$ cat config.mk
export PLATFORM = sky130hd
export DESIGN_NAME = fslb_top
export DESIGN_NICKNAME = d
export VERILOG_FILES = /design/src/pkg/fslb_pkg.sv /design/src/rtl/fslb_top.sv
export SDC_FILE = /design/constraint.sdc
export NUM_CORES = 1
export LEC_CHECK = 0
export BUFFER_PORTS_ARGS = -buffer_cell sky130_fd_sc_hd__buf_4
export CAP_MARGIN = 10
export CORE_ASPECT_RATIO = 0.7
export CORE_UTILIZATION = 49
export CTS_BUF_LIST = sky130_fd_sc_hd__clkbuf_2
export DETAILED_ROUTE_END_ITERATION = 12
export GPL_TIMING_DRIVEN = 1
export HOLD_SLACK_MARGIN = 0.02
export PLACE_DENSITY_LB_ADDON = 0.2
export SLEW_MARGIN = 20
export SYNTH_ARGS = -nofsm -noshare
export SYNTH_HDL_FRONTEND = slang
export SYNTH_SLANG_ARGS = --single-unit
$ cat constraint.sdc
create_clock -name ref_clk_i -period 1.1 [get_ports ref_clk_i]
set_input_delay 0.055 -clock ref_clk_i [delete_from_list [all_inputs] [get_ports ref_clk_i]]
set_output_delay 0.055 -clock ref_clk_i [all_outputs]
set_load 0.005 [all_outputs]
$ cat src/pkg/fslb_pkg.sv
// Purpose: constants for the fault status latch bank
// Assumes: 8-bit register addresses and 8-bit register data
// Notes:   fault level masks give, per bit, the level that counts as a fault
package fslb_pkg;

  // ****************************************************************
  // register offsets
  // ****************************************************************
  localparam logic [7:0] LIVE_PIN_STATUS_OFS        = 8'h02;
  localparam logic [7:0] MONITOR_FAULT_LATCH_OFS    = 8'h2a;
  localparam logic [7:0] SUPPLY_INTEGRITY_LATCH_OFS = 8'h2b;
  localparam logic [7:0] PIN_EVENT_LATCH_OFS        = 8'h2c;

  // ****************************************************************
  // live status field positions
  // ****************************************************************
  localparam int LIVE_FAULT_BIT    = 0;
  localparam int LIVE_PULSE_BIT    = 1;
  localparam int LIVE_OCP_BIT      = 2;
  localparam int LIVE_OUT_GOOD_BIT = 3;
  localparam int LIVE_LINK_BIT     = 4;
  localparam int LIVE_ENABLE_BIT   = 5;
  localparam int LIVE_REQ_BIT      = 6;
  localparam int LIVE_MAINS_BIT    = 7;

  // ****************************************************************
  // reset values and fault levels
  // ****************************************************************
  localparam logic [7:0] REG_RESET_VAL   = 8'h00;
  localparam logic       BIT_RESET_VAL   = 1'b0;
  // monitor bank: every flag is a fault when high
  localparam logic [7:0] MON_FAULT_LVL   = 8'hff;
  // integrity bank: supply overvoltage high, every ok flag low
  localparam logic [7:0] SUP_FAULT_LVL   = 8'h01;
  // pin bank: summary fault and overcurrent high, the rest low
  localparam logic [7:0] PIN_FAULT_LVL   = 8'h05;

endpackage : fslb_pkg

$ cat src/rtl/fslb_top.sv
// Purpose: live pin status and sticky fault latch registers
// Assumes: all flag inputs synchronous to ref_clk_i; read port driven by
//          the serial management port logic
// Notes:   latch registers clear on read; a fault present in the read
//          cycle survives the clear
//          summary fault clears only through fault_clear_i; set wins
//          no write path exists, so a read is the only latch clear
// Overview of operation
// - live status bit 4 shows power-on link pin level, unlatched.
// - live status bit 5 shows power enable pin level.
// - live status bit 6 shows power-on request pin level.
// - live status bit 7 shows mains-sense pin level.
// - monitor latch holds monitor five..one, ocp timeout, uv, ov faults.
// - integrity latch holds supply ov and seven ok-flag faults.
// - pin latch holds summary fault, pulse, overcurrent, five pin states.
// - live bit 0 sets on overvoltage, undervoltage or overcurrent timeout.
// - flags named ok are active high; low level means fault.
`timescale 1ns/10ps
module fslb_top (
  input  wire logic       ref_clk_i,
  input  wire logic       rst_n_i,
  // read port
  input  wire logic       rd_en_i,
  input  wire logic [7:0] rd_addr_i,
  output logic      [7:0] rd_data_o,
  output logic            rd_valid_o,
  output logic            rd_hit_o,
  // summary fault clear
  input  wire logic       fault_clear_i,
  // monitor flags
  input  wire logic       monitor_input_one_i,
  input  wire logic       monitor_input_two_i,
  input  wire logic       monitor_input_three_i,
  input  wire logic       monitor_input_four_i,
  input  wire logic       monitor_input_five_i,
  input  wire logic       ocp_timeout_i,
  input  wire logic       uv_fault_i,
  input  wire logic       ov_fault_i,
  // supply integrity flags
  input  wire logic       supply_ov_i,
  input  wire logic       ext_ref_ok_i,
  input  wire logic       int_ref_ok_i,
  input  wire logic       ground_ok_i,
  input  wire logic       supply_ok_i,
  input  wire logic       reverse_ok_i,
  input  wire logic       out_switch_ok_i,
  input  wire logic       share_ok_i,
  // pin and detector states
  input  wire logic       pulse_ok_i,
  input  wire logic       ocp_flag_i,
  input  wire logic       output_good_pin_i,
  input  wire logic       power_on_link_i,
  input  wire logic       power_enable_input_i,
  input  wire logic       power_on_request_i,
  input  wire logic       mains_sense_i
);
  import fslb_pkg::*;

  // ****************************************************************
  // helpers
  // ****************************************************************
  // one where the flag sits at its fault level
  function automatic logic [7:0] fault_hits(input logic [7:0] flags,
                                            input logic [7:0] lvl);
    fault_hits = ~(flags ^ lvl);
  endfunction

  logic [7:0] live_r;
  logic [7:0] live_nxt;
  logic       fault_r;
  logic       fault_nxt;
  logic [7:0] mon_latch_r;
  logic [7:0] mon_latch_nxt;
  logic [7:0] sup_latch_r;
  logic [7:0] sup_latch_nxt;
  logic [7:0] pin_latch_r;
  logic [7:0] pin_latch_nxt;
  logic [7:0] mon_flags;
  logic [7:0] sup_flags;
  logic [7:0] pin_flags;
  logic       clr_mon;
  logic       clr_sup;
  logic       clr_pin;
  logic [7:0] rd_data_nxt;
  logic       rd_hit_nxt;

  // ****************************************************************
  // flag vectors in register bit order
  // ****************************************************************
  // ok flags keep pin polarity; the fault level masks invert them
  assign mon_flags = {ov_fault_i, uv_fault_i, ocp_timeout_i,
                      monitor_input_one_i, monitor_input_two_i,
                      monitor_input_three_i, monitor_input_four_i,
                      monitor_input_five_i};
  assign sup_flags = {share_ok_i, out_switch_ok_i, reverse_ok_i,
                      supply_ok_i, ground_ok_i, int_ref_ok_i,
                      ext_ref_ok_i, supply_ov_i};
  assign pin_flags = {mains_sense_i, power_on_request_i,
                      power_enable_input_i, power_on_link_i,
                      output_good_pin_i, ocp_flag_i, pulse_ok_i,
                      fault_r};

  // ****************************************************************
  // summary fault, sticky
  // ****************************************************************
  // set beats clear so a fault in the clear cycle is kept
  assign fault_nxt = (fault_r & ~fault_clear_i)
                   | ov_fault_i | uv_fault_i | ocp_timeout_i;

  always_ff @(posedge ref_clk_i or negedge rst_n_i) begin
    if (!rst_n_i) begin
      fault_r <= BIT_RESET_VAL;
    end else begin
      fault_r <= fault_nxt;
    end
  end

  // ****************************************************************
  // live status register
  // ****************************************************************
  // one cycle of sampling delay, no holding
  // bit 0 shows the summary fault one edge ahead of its latch copy
  always_comb begin
    live_nxt                    = REG_RESET_VAL;
    live_nxt[LIVE_FAULT_BIT]    = fault_nxt;
    live_nxt[LIVE_PULSE_BIT]    = pulse_ok_i;
    live_nxt[LIVE_OCP_BIT]      = ocp_flag_i;
    live_nxt[LIVE_OUT_GOOD_BIT] = output_good_pin_i;
    live_nxt[LIVE_LINK_BIT]     = power_on_link_i;
    live_nxt[LIVE_ENABLE_BIT]   = power_enable_input_i;
    live_nxt[LIVE_REQ_BIT]      = power_on_request_i;
    live_nxt[LIVE_MAINS_BIT]    = mains_sense_i;
  end

  always_ff @(posedge ref_clk_i or negedge rst_n_i) begin
    if (!rst_n_i) begin
      live_r <= REG_RESET_VAL;
    end else begin
      live_r <= live_nxt;
    end
  end

  // ****************************************************************
  // sticky latches, clear on read
  // ****************************************************************
  // any read of a latch address clears it, back to back reads too
  assign clr_mon = rd_en_i && (rd_addr_i == MONITOR_FAULT_LATCH_OFS);
  assign clr_sup = rd_en_i && (rd_addr_i == SUPPLY_INTEGRITY_LATCH_OFS);
  assign clr_pin = rd_en_i && (rd_addr_i == PIN_EVENT_LATCH_OFS);

  // fault in the read cycle wins over the clear
  assign mon_latch_nxt = (clr_mon ? REG_RESET_VAL : mon_latch_r)
                       | fault_hits(mon_flags, MON_FAULT_LVL);
  assign sup_latch_nxt = (clr_sup ? REG_RESET_VAL : sup_latch_r)
                       | fault_hits(sup_flags, SUP_FAULT_LVL);
  assign pin_latch_nxt = (clr_pin ? REG_RESET_VAL : pin_latch_r)
                       | fault_hits(pin_flags, PIN_FAULT_LVL);

  always_ff @(posedge ref_clk_i or negedge rst_n_i) begin
    if (!rst_n_i) begin
      mon_latch_r <= REG_RESET_VAL;
    end else begin
      mon_latch_r <= mon_latch_nxt;
    end
  end

  always_ff @(posedge ref_clk_i or negedge rst_n_i) begin
    if (!rst_n_i) begin
      sup_latch_r <= REG_RESET_VAL;
    end else begin
      sup_latch_r <= sup_latch_nxt;
    end
  end

  always_ff @(posedge ref_clk_i or negedge rst_n_i) begin
    if (!rst_n_i) begin
      pin_latch_r <= REG_RESET_VAL;
    end else begin
      pin_latch_r <= pin_latch_nxt;
    end
  end

  // ****************************************************************
  // read port
  // ****************************************************************
  // data returned is the value before the clear
  always_comb begin
    rd_data_nxt = REG_RESET_VAL;
    rd_hit_nxt  = 1'b1;
    unique case (rd_addr_i)
      LIVE_PIN_STATUS_OFS:        rd_data_nxt = live_r;
      MONITOR_FAULT_LATCH_OFS:    rd_data_nxt = mon_latch_r;
      SUPPLY_INTEGRITY_LATCH_OFS: rd_data_nxt = sup_latch_r;
      PIN_EVENT_LATCH_OFS:        rd_data_nxt = pin_latch_r;
      default:                    rd_hit_nxt  = 1'b0;
    endcase
  end

  always_ff @(posedge ref_clk_i or negedge rst_n_i) begin
    if (!rst_n_i) begin
      rd_valid_o <= 1'b0;
    end else begin
      // valid answers every request, mapped or not
      rd_valid_o <= rd_en_i;
    end
  end

  // data and hit hold their value between reads
  always_ff @(posedge ref_clk_i or negedge rst_n_i) begin
    if (!rst_n_i) begin
      rd_data_o  <= REG_RESET_VAL;
      rd_hit_o   <= 1'b0;
    end else begin
      if (rd_en_i) begin
        rd_data_o <= rd_data_nxt;
        rd_hit_o  <= rd_hit_nxt;
      end
    end
  end

endmodule // fslb_top

==> results of run 1 <==
==> where the power goes <==
group          switching [mW]  internal (mW)
registers             0.00760           1.56
clock network           0.482          0.405
logic                   0.174          0.229
total                   0.663           2.20
==> timing repair <==
action,in CTS,in global routing
setup endpoints to repair,8,8
hold buffers,26,0
endpoints found under the hold margin,83,0
resized for setup,22,4
pin swaps,7,0
==> cells by family (layout without fill, tap and decap cells) <==
kind of cell	count (synthesis)	count (layout)	share of synthesized area (%)
AOI/OAI and AO/OA	52	52	19.0
DFF	42	42	60.3
and+or+nand+nor	31	31	14.3
buffers and inverters	28	117	6.32
==> per-layer routing <==
metal	share of wire [%]	track usage, %
met4	3.5	16.3
met5	0	0
met3	6.2	6.98
met2	53	54.0
met1	38	32.9
==> layout make-up <==
class	count	area, sq um	share of cell area [%]
sequential	42	1050	39.1
inverter	24	90.1	3.36
multi-input combinational	83	704	26.2
tap	47	58.8	2.19
clock inverter	1	30.0	1.12
timing repair buffer	85	716	26.7
clock buffer	7	35.0	1.30
==> metrics by stage <==
stage	total power [mW]	utilization, %
after floorplan	1.68	-
after detailed placement	1.88	68.3
after CTS	2.86	81.1
after global placement	1.87	68.3
after global routing	2.96	82.0
final	2.86	82.0
==> worst max-delay path, delay by kind of cell, from the launching register on <==
family | cells | cell delay (ns)
AOI/OAI and AO/OA | 3 | 0.39
DFF | 1 | 0.37
and+or+nand+nor | 1 | 0.37
==> state kept, by name, indices dropped and copies added, names as in the netlist <==
signal	flops
pin_latch_r	8
sup_latch_r	8
live_r	8
rd_hit_o	1
rd_data_o	8
rd_valid_o	1
mon_latch_r	8
==> worst min path at each step <==
stage | from | depth (start not counted) | slack, ns | to
after floorplan | rst_n_i | 0 | -0.24 | live_r[0]
after global placement | rst_n_i | 1 | 0.05 | live_r[6]
after detailed placement | rst_n_i | 1 | 0.06 | mon_latch_r[3]
after CTS | rd_addr_i[6] | 5 | 0.1 | sup_latch_r[0]
after global routing | rd_addr_i[4] | 5 | 0.11 | sup_latch_r[0]
final | rd_addr_i[4] | 5 | 0.12 | sup_latch_r[0]
==> placed cells by master (no fill, tap or decap), types with 2 or more instances in the layout <==
master / instances
dlygate4sd3_1: 26
o22ai_1: 8
a21oi_4: 4
clkbuf_2: 7
a21oi_2: 4
or3b_4: 8
nor3_1: 2
inv_1: 24
dfrtp_1: 42
nor4b_4: 2
o21ai_0: 15
a221oi_2: 7
buf_4: 58
a21o_1: 11
nand3_1: 8
nand2_1: 3
==> results.md, run 1 <==
- Max Slew Vio Count: 0
- Fmax: 835 MHz
- # fillers: 203
- Layout area overhead: 54.2%
- Worst reg-to-reg setup slack: -0.1 ns
- Crit-path slowest cell: dfrtp_1
- CP Cell Sequence: or3b_4 > a21oi_2 > a221oi_2 > o22ai_1
- Wire length per cell: 17.9 microns
- Initial antenna violation count: 0
- Total wire length: 5160 microns
- Leading area contributor after synthesis: dfrtp_1
- Synth async-reset ratio: 100%
- Leak pwr: 1.19 nW
- Dpl ws: -0.165 ns
- CTS Root Buffer Type: clkbuf_2
- Delay of the slowest critical-path stage: 0.37 ns
- WS Path Type: reg2reg
- Die width: 73.3 microns
- Critical path launch point type: register
- Critical Path End: rd_data_o[2]
- Worst Path Arrival: 1.52 ns
- Synth Cell Area: 1740 sq um
- Slew @ Worst Pin: 0.506 ns
- Top cell type's share of synthesized area: 60.3%
- GRT Resource Usage Total: 29.9%
- Fin worst setup slack: -0.0974 ns
- Post-Synthesis Cells: 153
- RePlAce Congestion: 0.769
- Cell Count, Final, Fillers Out: 289
- CP endpoint kind: register
- R2R cell count: 4
- Warnings, synthesis: 0
- CP Data Required Time: 1.42 ns
- Skew final: 0.00281 ns
- CTS tree: yes
- Max-Cap Viols: 0
- # rows: 17
- Top post-synthesis cells by area: dfrtp_1, inv_1, a21o_1
- Post-synth top flop: dfrtp_1
- EDFF count, synth: 0
- Hold Vio Cnt, Final: 0
- Dpl cell area: 2240 sq um
- Clock Path Buffers: 2
- Violated checks: setup timing
- Via Count: 1611
- Sequential-to-total area share from yosys stat: 60.3%
- Post-synth top cells: dfrtp_1, inv_1, o21ai_0
- Pin count of the biggest net entering global routing: 43
- Syn Area/Cell: 11.4 sq um
- Number of vias per cell: 5.57
- Core area: 3280 sq um
- WHS: 0.120 ns
- Final-stage net count: 276
- Clock buffer count from CTS: 5
- Crit share post-route: 109%
- Buffers on Ports: 44
- Worst r2r dst: rd_data_o[2]
- Initial DRC Count: 137
- Peak supply drop: 0.817 mV
- First-pass GRT wire length: 8080 microns
- Starting Density: 53.2%
- Worst-Skew Late Latency: 0.40 ns
- Status: complete, but fails checks
- Worst Setup SP: live_r[2]
- # DRC: 0
- Top-count cell post-synth: dfrtp_1
- I/O pin cnt: 45
- Worst Path Max Fanout: 1
- Grt ovf: 0
- Die ar.: 3800 sq um
- Yosys reg bits: 42
- Ant. Diodes: 0
- Die height: 51.9 microns
- Syn_nets: 188
- Yosys cell types: 21
- Final min period: 1.20 ns
- Vias in the first global route: 1756
- CTS clk-pin slew, worst paths: 0.19 ns
- Finished layout cell area: 2690 sq um
- Unrepaired setup endpoints after global routing: true
- DPL Wire Length: 2980 microns
- Dpl cells: 255
- Cell Pwr Density: 1070 nW/um^2
- Share of layout cells above drive strength 1: 40.5%
- Final setup fails: 7
- FF-to-FF Start: live_r[2]
- Post-CTS Setup Bufs: 0
- Worst slew margin: 66.3%
- TNS Setup: -0.360 ns
- CTS sink cnt: 42
- Final ANT Viol Nets: 0
- Worst hold path class: in2reg
- Drt first pass iters: 4
- H-tree levels: 2
Power figures use the tool's default switching activity.
==> run 2, diff against run 1 <==
--- a/config.mk
+++ b/config.mk
@@ -14,6 +14,7 @@
 export GPL_TIMING_DRIVEN = 1
 export HOLD_SLACK_MARGIN = 0.02
 export PLACE_DENSITY_LB_ADDON = 0.2
+export SETUP_SLACK_MARGIN = 0.15
 export SLEW_MARGIN = 20
 export SYNTH_ARGS = -nofsm -noshare
 export SYNTH_HDL_FRONTEND = slang
==> run 2 against run 1 <==
The flow still finishes with violations (setup timing). Sequential cell count is the same. Final cell count up 0.69%. Global-route usage is 3.2 points lower. Hold slack worse by 0.025 ns. Critical path depth unchanged. Utilization increased by 1.1 points. Register-to-register slack better by 0.07 ns. Combinational power fell by 1%. Critical endpoint is now rd_data_o[3]. Largest cell class unchanged.
==> results.md, run 2 (synthesized netlist as in run 1, its figures left out) <==
- Leak pwr: 1.19 nW
- Clock Power Share: 25.2%
- Max-Cap Viols: 0
- CTS tree: yes
- H-tree levels: 2
- R2R cell count: 4
- Final min period: 1.13 ns
- Internal: 1.94 mW
- TNS Setup: -0.0890 ns
- Starting Density: 53.2%
- GRT Resource Usage Total: 26.8%
- Fin worst setup slack: -0.0283 ns
- Die ar.: 3800 sq um
- Worst Setup SP: live_r[3]
- Cell Pwr Density: 968 nW/um^2
- Finished layout cell area: 2720 sq um
- Violated checks: setup timing
- Ant. Diodes: 0
- Peak supply drop: 0.857 mV
- CP Data Required Time: 1.46 ns
- CP endpoint kind: register
- Crit share post-route: 103%
- CP Buf/Inv Count: 0
- I/O pin cnt: 45
- Crit-path leading delay family: simple AND/OR/NAND/NOR gates
- Dpl cell area: 2290 sq um
- Hold Vio Cnt, Final: 0
- CP Cell Sequence: or3b_4 > a21oi_4 > a221oi_2 > o22ai_1
- WS Path Type: reg2reg
- Worst reg-to-reg setup slack: -0.03 ns
- Final setup fails: 4
- Skew final: 0.0148 ns
- Psw: 0.692 mW
- Pin count of the biggest net entering global routing: 43
- Unrepaired setup endpoints after global routing: true
- Wire length per cell: 15.8 microns
- WHS: 0.0951 ns
- Grt ovf: 0
- Drt first pass iters: 4
- CTS sink cnt: 42
- Most frequent cells in the layout: buf_4, dfrtp_1, dlygate4sd3_1
- Final ANT Viol Nets: 0
- Flop pwr share: 59.7%
- Worst r2r dst: rd_data_o[3]
- Layout area overhead: 56.2%
- Crit-path slowest cell: or3b_4
- CTS Root Buffer Type: clkbuf_2
- Total wire length: 4600 microns
- Slew @ Worst Pin: 0.520 ns
- Initial antenna violation count: 0
- Die width: 73.3 microns
- RePlAce Congestion: 0.780
- Buffers on Ports: 44
- Final core occ: 83.0%
- Share of layout cells above drive strength 1: 40.2%
- # DRC: 0
- CTS clk-pin slew, worst paths: 0.22 ns
- Status: complete, but fails checks
- DPL Wire Length: 2930 microns
- Worst-Skew Late Latency: 0.41 ns
- FF-to-FF Start: live_r[3]
- # fillers: 191
- Worst slew margin: 65.3%
- Fmax: 886 MHz
- Switching share of power: 26.3%
- WP depth: 4
- Worst hold path class: in2reg
- Most common cell after layout, fill and taps aside: buf_4
- Combinational power share: 15.1%
- Clock Path Buffers: 2
- Core area: 3280 sq um
- Vias in the first global route: 1565
- Delay of the slowest critical-path stage: 0.39 ns
- # rows: 17
- Via Count: 1518
- Worst Path Arrival: 1.49 ns
- Worst Path Max Fanout: 1
- Max Slew Vio Count: 0
- Number of vias per cell: 5.22
- First-pass GRT wire length: 7180 microns
- Critical Path End: rd_data_o[3]
- Clock buffer count from CTS: 5
- Final-stage net count: 278
- Critical path launch point type: register
- Initial DRC Count: 94
- Die height: 51.9 microns
run 2: cell types whose count changed in the layout (fill, tap and decap cells not counted):
cell and change:
a221oi_1 +1, a221oi_2 -1, clkinv_1 +1, clkinv_2 +1, clkinvlp_4 +1, buf_12 +1, bufinv_16 -1, buf_6 +10
clkbuf_2 -2, buf_4 -9
run 2: power groups by stage:
stage / clock network [mW] / registers, mW / logic [mW]
after detailed placement: 0 / 1.60 / 0.302
final: 0.664 / 1.57 / 0.398
after CTS: 0.660 / 1.57 / 0.385
after global routing: 0.735 / 1.57 / 0.427
after floorplan: 0 / 1.60 / 0.103
after global placement: 0 / 1.60 / 0.292
run 2: cell type report:
cell class	instances	area (sq um)	area share (%)
timing repair buffer	87	781	28.7
clock buffer	5	25.0	0.920
clock inverter	3	16.3	0.598
inverter	24	90.1	3.31
multi-input combinational	83	698	25.7
sequential	42	1050	38.6
tap	47	58.8	2.16
run 2: how the worst min path moves through the flow:
stage / cells past startpoint / start / to
detailed placement: 1 / rst_n_i / live_r[4]
floorplan: 0 / rst_n_i / live_r[0]
global placement: 1 / rst_n_i / mon_latch_r[1]
finish: 5 / rd_addr_i[7] / sup_latch_r[0]
global route: 5 / rd_addr_i[7] / sup_latch_r[0]
CTS: 5 / rd_addr_i[7] / sup_latch_r[0]
run 2: metrics by stage:
stage          worst slack, ns  instances  power (mW)
2_1_floorplan           0.0503        153        1.70
3_3_place_gp           -0.0908        254        1.89
3_5_place_dp            -0.190        254        1.90
4_1_cts                -0.0363        290        2.62
5_1_grt                -0.0860        291        2.74
6_report               -0.0283        291        2.63
run 2: layer usage:
| metal | vias up | wire, microns | GRT usage [%] |
|---|---|---|---|
| met5 | - | 0 | 0 |
| met4 | 0 | 47 | 10.8 |
| met3 | 5 | 152 | 4.84 |
| met2 | 35 | 2440 | 45.5 |
| met1 | 761 | 1960 | 34.3 |
| li1 | 717 | - | - |
run 2: worst reg2reg max path: cells and delay by family (launching register included):
kind,cells,cell delay (ns)
AO/OA/AOI/OAI,3,0.31
AND/OR/NAND/NOR,1,0.39
flip-flops,1,0.38
run 2: repair_timing:
action                     CTS  global route
setup endpoints to repair   18            18
gates resized for setup     15             5
hold endpoints to repair    83             0
setup buffers                2             1
hold buffers                26             0
pin swaps                    3             2
==> run 3, diff against run 2 <==
--- a/config.mk
+++ b/config.mk
@@ -5,12 +5,12 @@
 export SDC_FILE = /design/constraint.sdc
 export NUM_CORES = 1
 export LEC_CHECK = 0
-export BUFFER_PORTS_ARGS = -buffer_cell sky130_fd_sc_hd__buf_4
 export CAP_MARGIN = 10
 export CORE_ASPECT_RATIO = 0.7
-export CORE_UTILIZATION = 49
+export CORE_UTILIZATION = 58
 export CTS_BUF_LIST = sky130_fd_sc_hd__clkbuf_2
 export DETAILED_ROUTE_END_ITERATION = 12
+export DONT_BUFFER_PORTS = 1
 export GPL_TIMING_DRIVEN = 1
 export HOLD_SLACK_MARGIN = 0.02
 export PLACE_DENSITY_LB_ADDON = 0.2
==> run 3 against run 2 <==
The flow finishes with violations (hold timing, setup timing). Sequential share of layout area up 7.6 points. Setup slack worse by 0.058 ns. Power up 2.2%. Clock-buffer cell count up 1. Clock power up 33%. Combinational power down 40%. Die area down 15%. Final cell count down 22%. Wire length down 16%. Critical path type unchanged. Critical endpoint is now rd_data_o[4].
==> results.md, run 3 (synthesized netlist as in run 1, its figures left out) <==
- Status: complete, but fails checks
- Violated checks: hold timing, setup timing
- CP Data Required Time: 1.39 ns
- Leak pwr: 0.936 nW
- Total power: 2.69 mW
- RePlAce Congestion: 0.778
- Unrepaired setup endpoints after global routing: true
- Via Count: 1323
- Dpl cell area: 1870 sq um
- Die width: 67.5 microns
- Worst r2r dst: rd_data_o[4]
- Final min period: 1.19 ns
- H-tree levels: 2
- Worst reg-to-reg setup slack: -0.09 ns
- Starting Density: 61.7%
- DPL Wire Length: 2500 microns
- # hold bufs at CTS: 26
- Clock Path Buffers: 2
- WS Path Type: reg2reg
- Max Slew Vio Count: 0
- Finished layout cell area: 2270 sq um
- Hold Vio Cnt, Final: 13
- Crit share post-route: 108%
- CTS tree: yes
- Ant. Diodes: 0
- Worst Path Max Fanout: 1
- Met2 Use GR: 41.0%
- # rows: 16
- # fillers: 174
- Vias in the first global route: 1162
- Critical path launch point type: register
- R2R cell count: 4
- Initial DRC Count: 82
- GRT Resource Usage Total: 24.6%
- FF-to-FF Start: live_r[4]
- GR Layer Usage met3: 6.43%
- Final setup fails: 7
- Worst hold path class: in2reg
- Final-stage net count: 225
- Skew final: 0.0128 ns
- Hold Path Depth: 0
- Fin worst setup slack: -0.0861 ns
- CTS clk-pin slew, worst paths: 0.21 ns
- GR met1 Demand/Resource: 31.7%
- Share of layout cells above drive strength 1: 24.6%
- Die ar.: 3230 sq um
- Pin count of the biggest net entering global routing: 43
- Die height: 47.8 microns
- Total wire length: 3870 microns
- WHS: -0.348 ns
- First-pass GRT wire length: 5420 microns
- CP endpoint kind: register
- Core area: 2820 sq um
- Worst slew margin: 72.7%
- Min-delay src: rd_en_i
- # DRC: 0
- Worst hold endpoint: rd_valid_o
- Drt first pass iters: 4
- Most common cell after layout, fill and taps aside: dfrtp_1
- Max-Cap Viols: 0
- CTS sink cnt: 42
- Worst Path Arrival: 1.48 ns
- Worst-Skew Late Latency: 0.39 ns
- Cell Count, Final, Fillers Out: 227
- Number of vias per cell: 5.83
- Wire length per cell: 17.0 microns
- Final ANT Viol Nets: 0
- Peak supply drop: 0.992 mV
- Clock buffer count from CTS: 5
- Slew @ Worst Pin: 0.410 ns
- Cell Pwr Density: 1180 nW/um^2
- Layout area overhead: 30.6%
- Dpl cells: 191
- CTS Root Buffer Type: clkbuf_2
- Busiest grt layer: met2
- Initial antenna violation count: 0
- Grt ovf: 0
- Buffers on Ports: 0
- Fmax: 843 MHz
- Most frequent cells in the layout: dfrtp_1, dlygate4sd3_1, inv_1
- I/O pin cnt: 45
==> run 3: cell types whose count changed in the layout (fill, tap and decap cells not counted), moves of 2 or more <==
cell,before,now
a21oi_2,4,7
buf_4,49,4
a21oi_4,4,1
a221oi_1,2,4
a221oi_2,6,4
buf_6,10,3
==> run 3: worst max-delay path: stages (launching register included) <==
cell      delay [ns]
dfrtp_1         0.40
or3b_4          0.22
a21oi_2         0.04
a221oi_1        0.27
o22ai_1         0.14
==> run 3: repair_timing <==
action | in CTS | in global routing
gates resized for setup | 1 | 10
endpoints found under the hold margin | 84 | 13
pin swaps | 1 | 7
setup endpoints to repair | 8 | 9
buffers inserted | 1 | 1
==> run 3: final cells by class <==
class                      instances  area (sq um)  share of cell area, %
multi-input combinational         83           667                   29.3
clock inverter                     2          37.5                   1.65
clock buffer                       6          30.0                   1.32
inverter                          24          90.1                   3.96
tap                               36          45.0                   1.98
timing repair buffer              34           354                   15.6
sequential                        42          1050                   46.2
==> run 3: where the power goes <==
part           switching (mW)  leakage [nW]  internal, mW
logic                   0.102         0.459         0.138
clock network           0.488        0.0392         0.393
registers             0.00679         0.438          1.56
==> run 3: worst max-delay path by stage <==
stage,from,to,slack (ns),depth (start not counted)
finish,live_r[4],rd_data_o[4],-0.09,4
global route,live_r[4],rd_data_o[4],-0.15,4
CTS,live_r[5],rd_data_o[5],-0.04,4
detailed placement,rd_addr_i[0],rd_data_o[5],-0.02,4
global placement,live_r[6],rd_data_o[6],-0.01,4
floorplan,live_r[0],rd_data_o[0],0.05,4
==> run 3: layer usage <==
layer	share of wire [%]	wire length (microns)
met1	45	1720
met2	49	1920
met3	4.4	170
met4	1.5	59
met5	0	0
==> run 3: through the flow <==
stage / worst slack, ns / utilization (%) / setup TNS (ns)
2_1_floorplan: 0.0503 / - / 0
3_3_place_gp: -0.00995 / 66.4 / -0.0162
3_5_place_dp: -0.0205 / 66.4 / -0.0553
4_1_cts: -0.0416 / 78.9 / -0.258
5_1_grt: -0.152 / 80.6 / -0.788
6_report: -0.0861 / 80.6 / -0.243
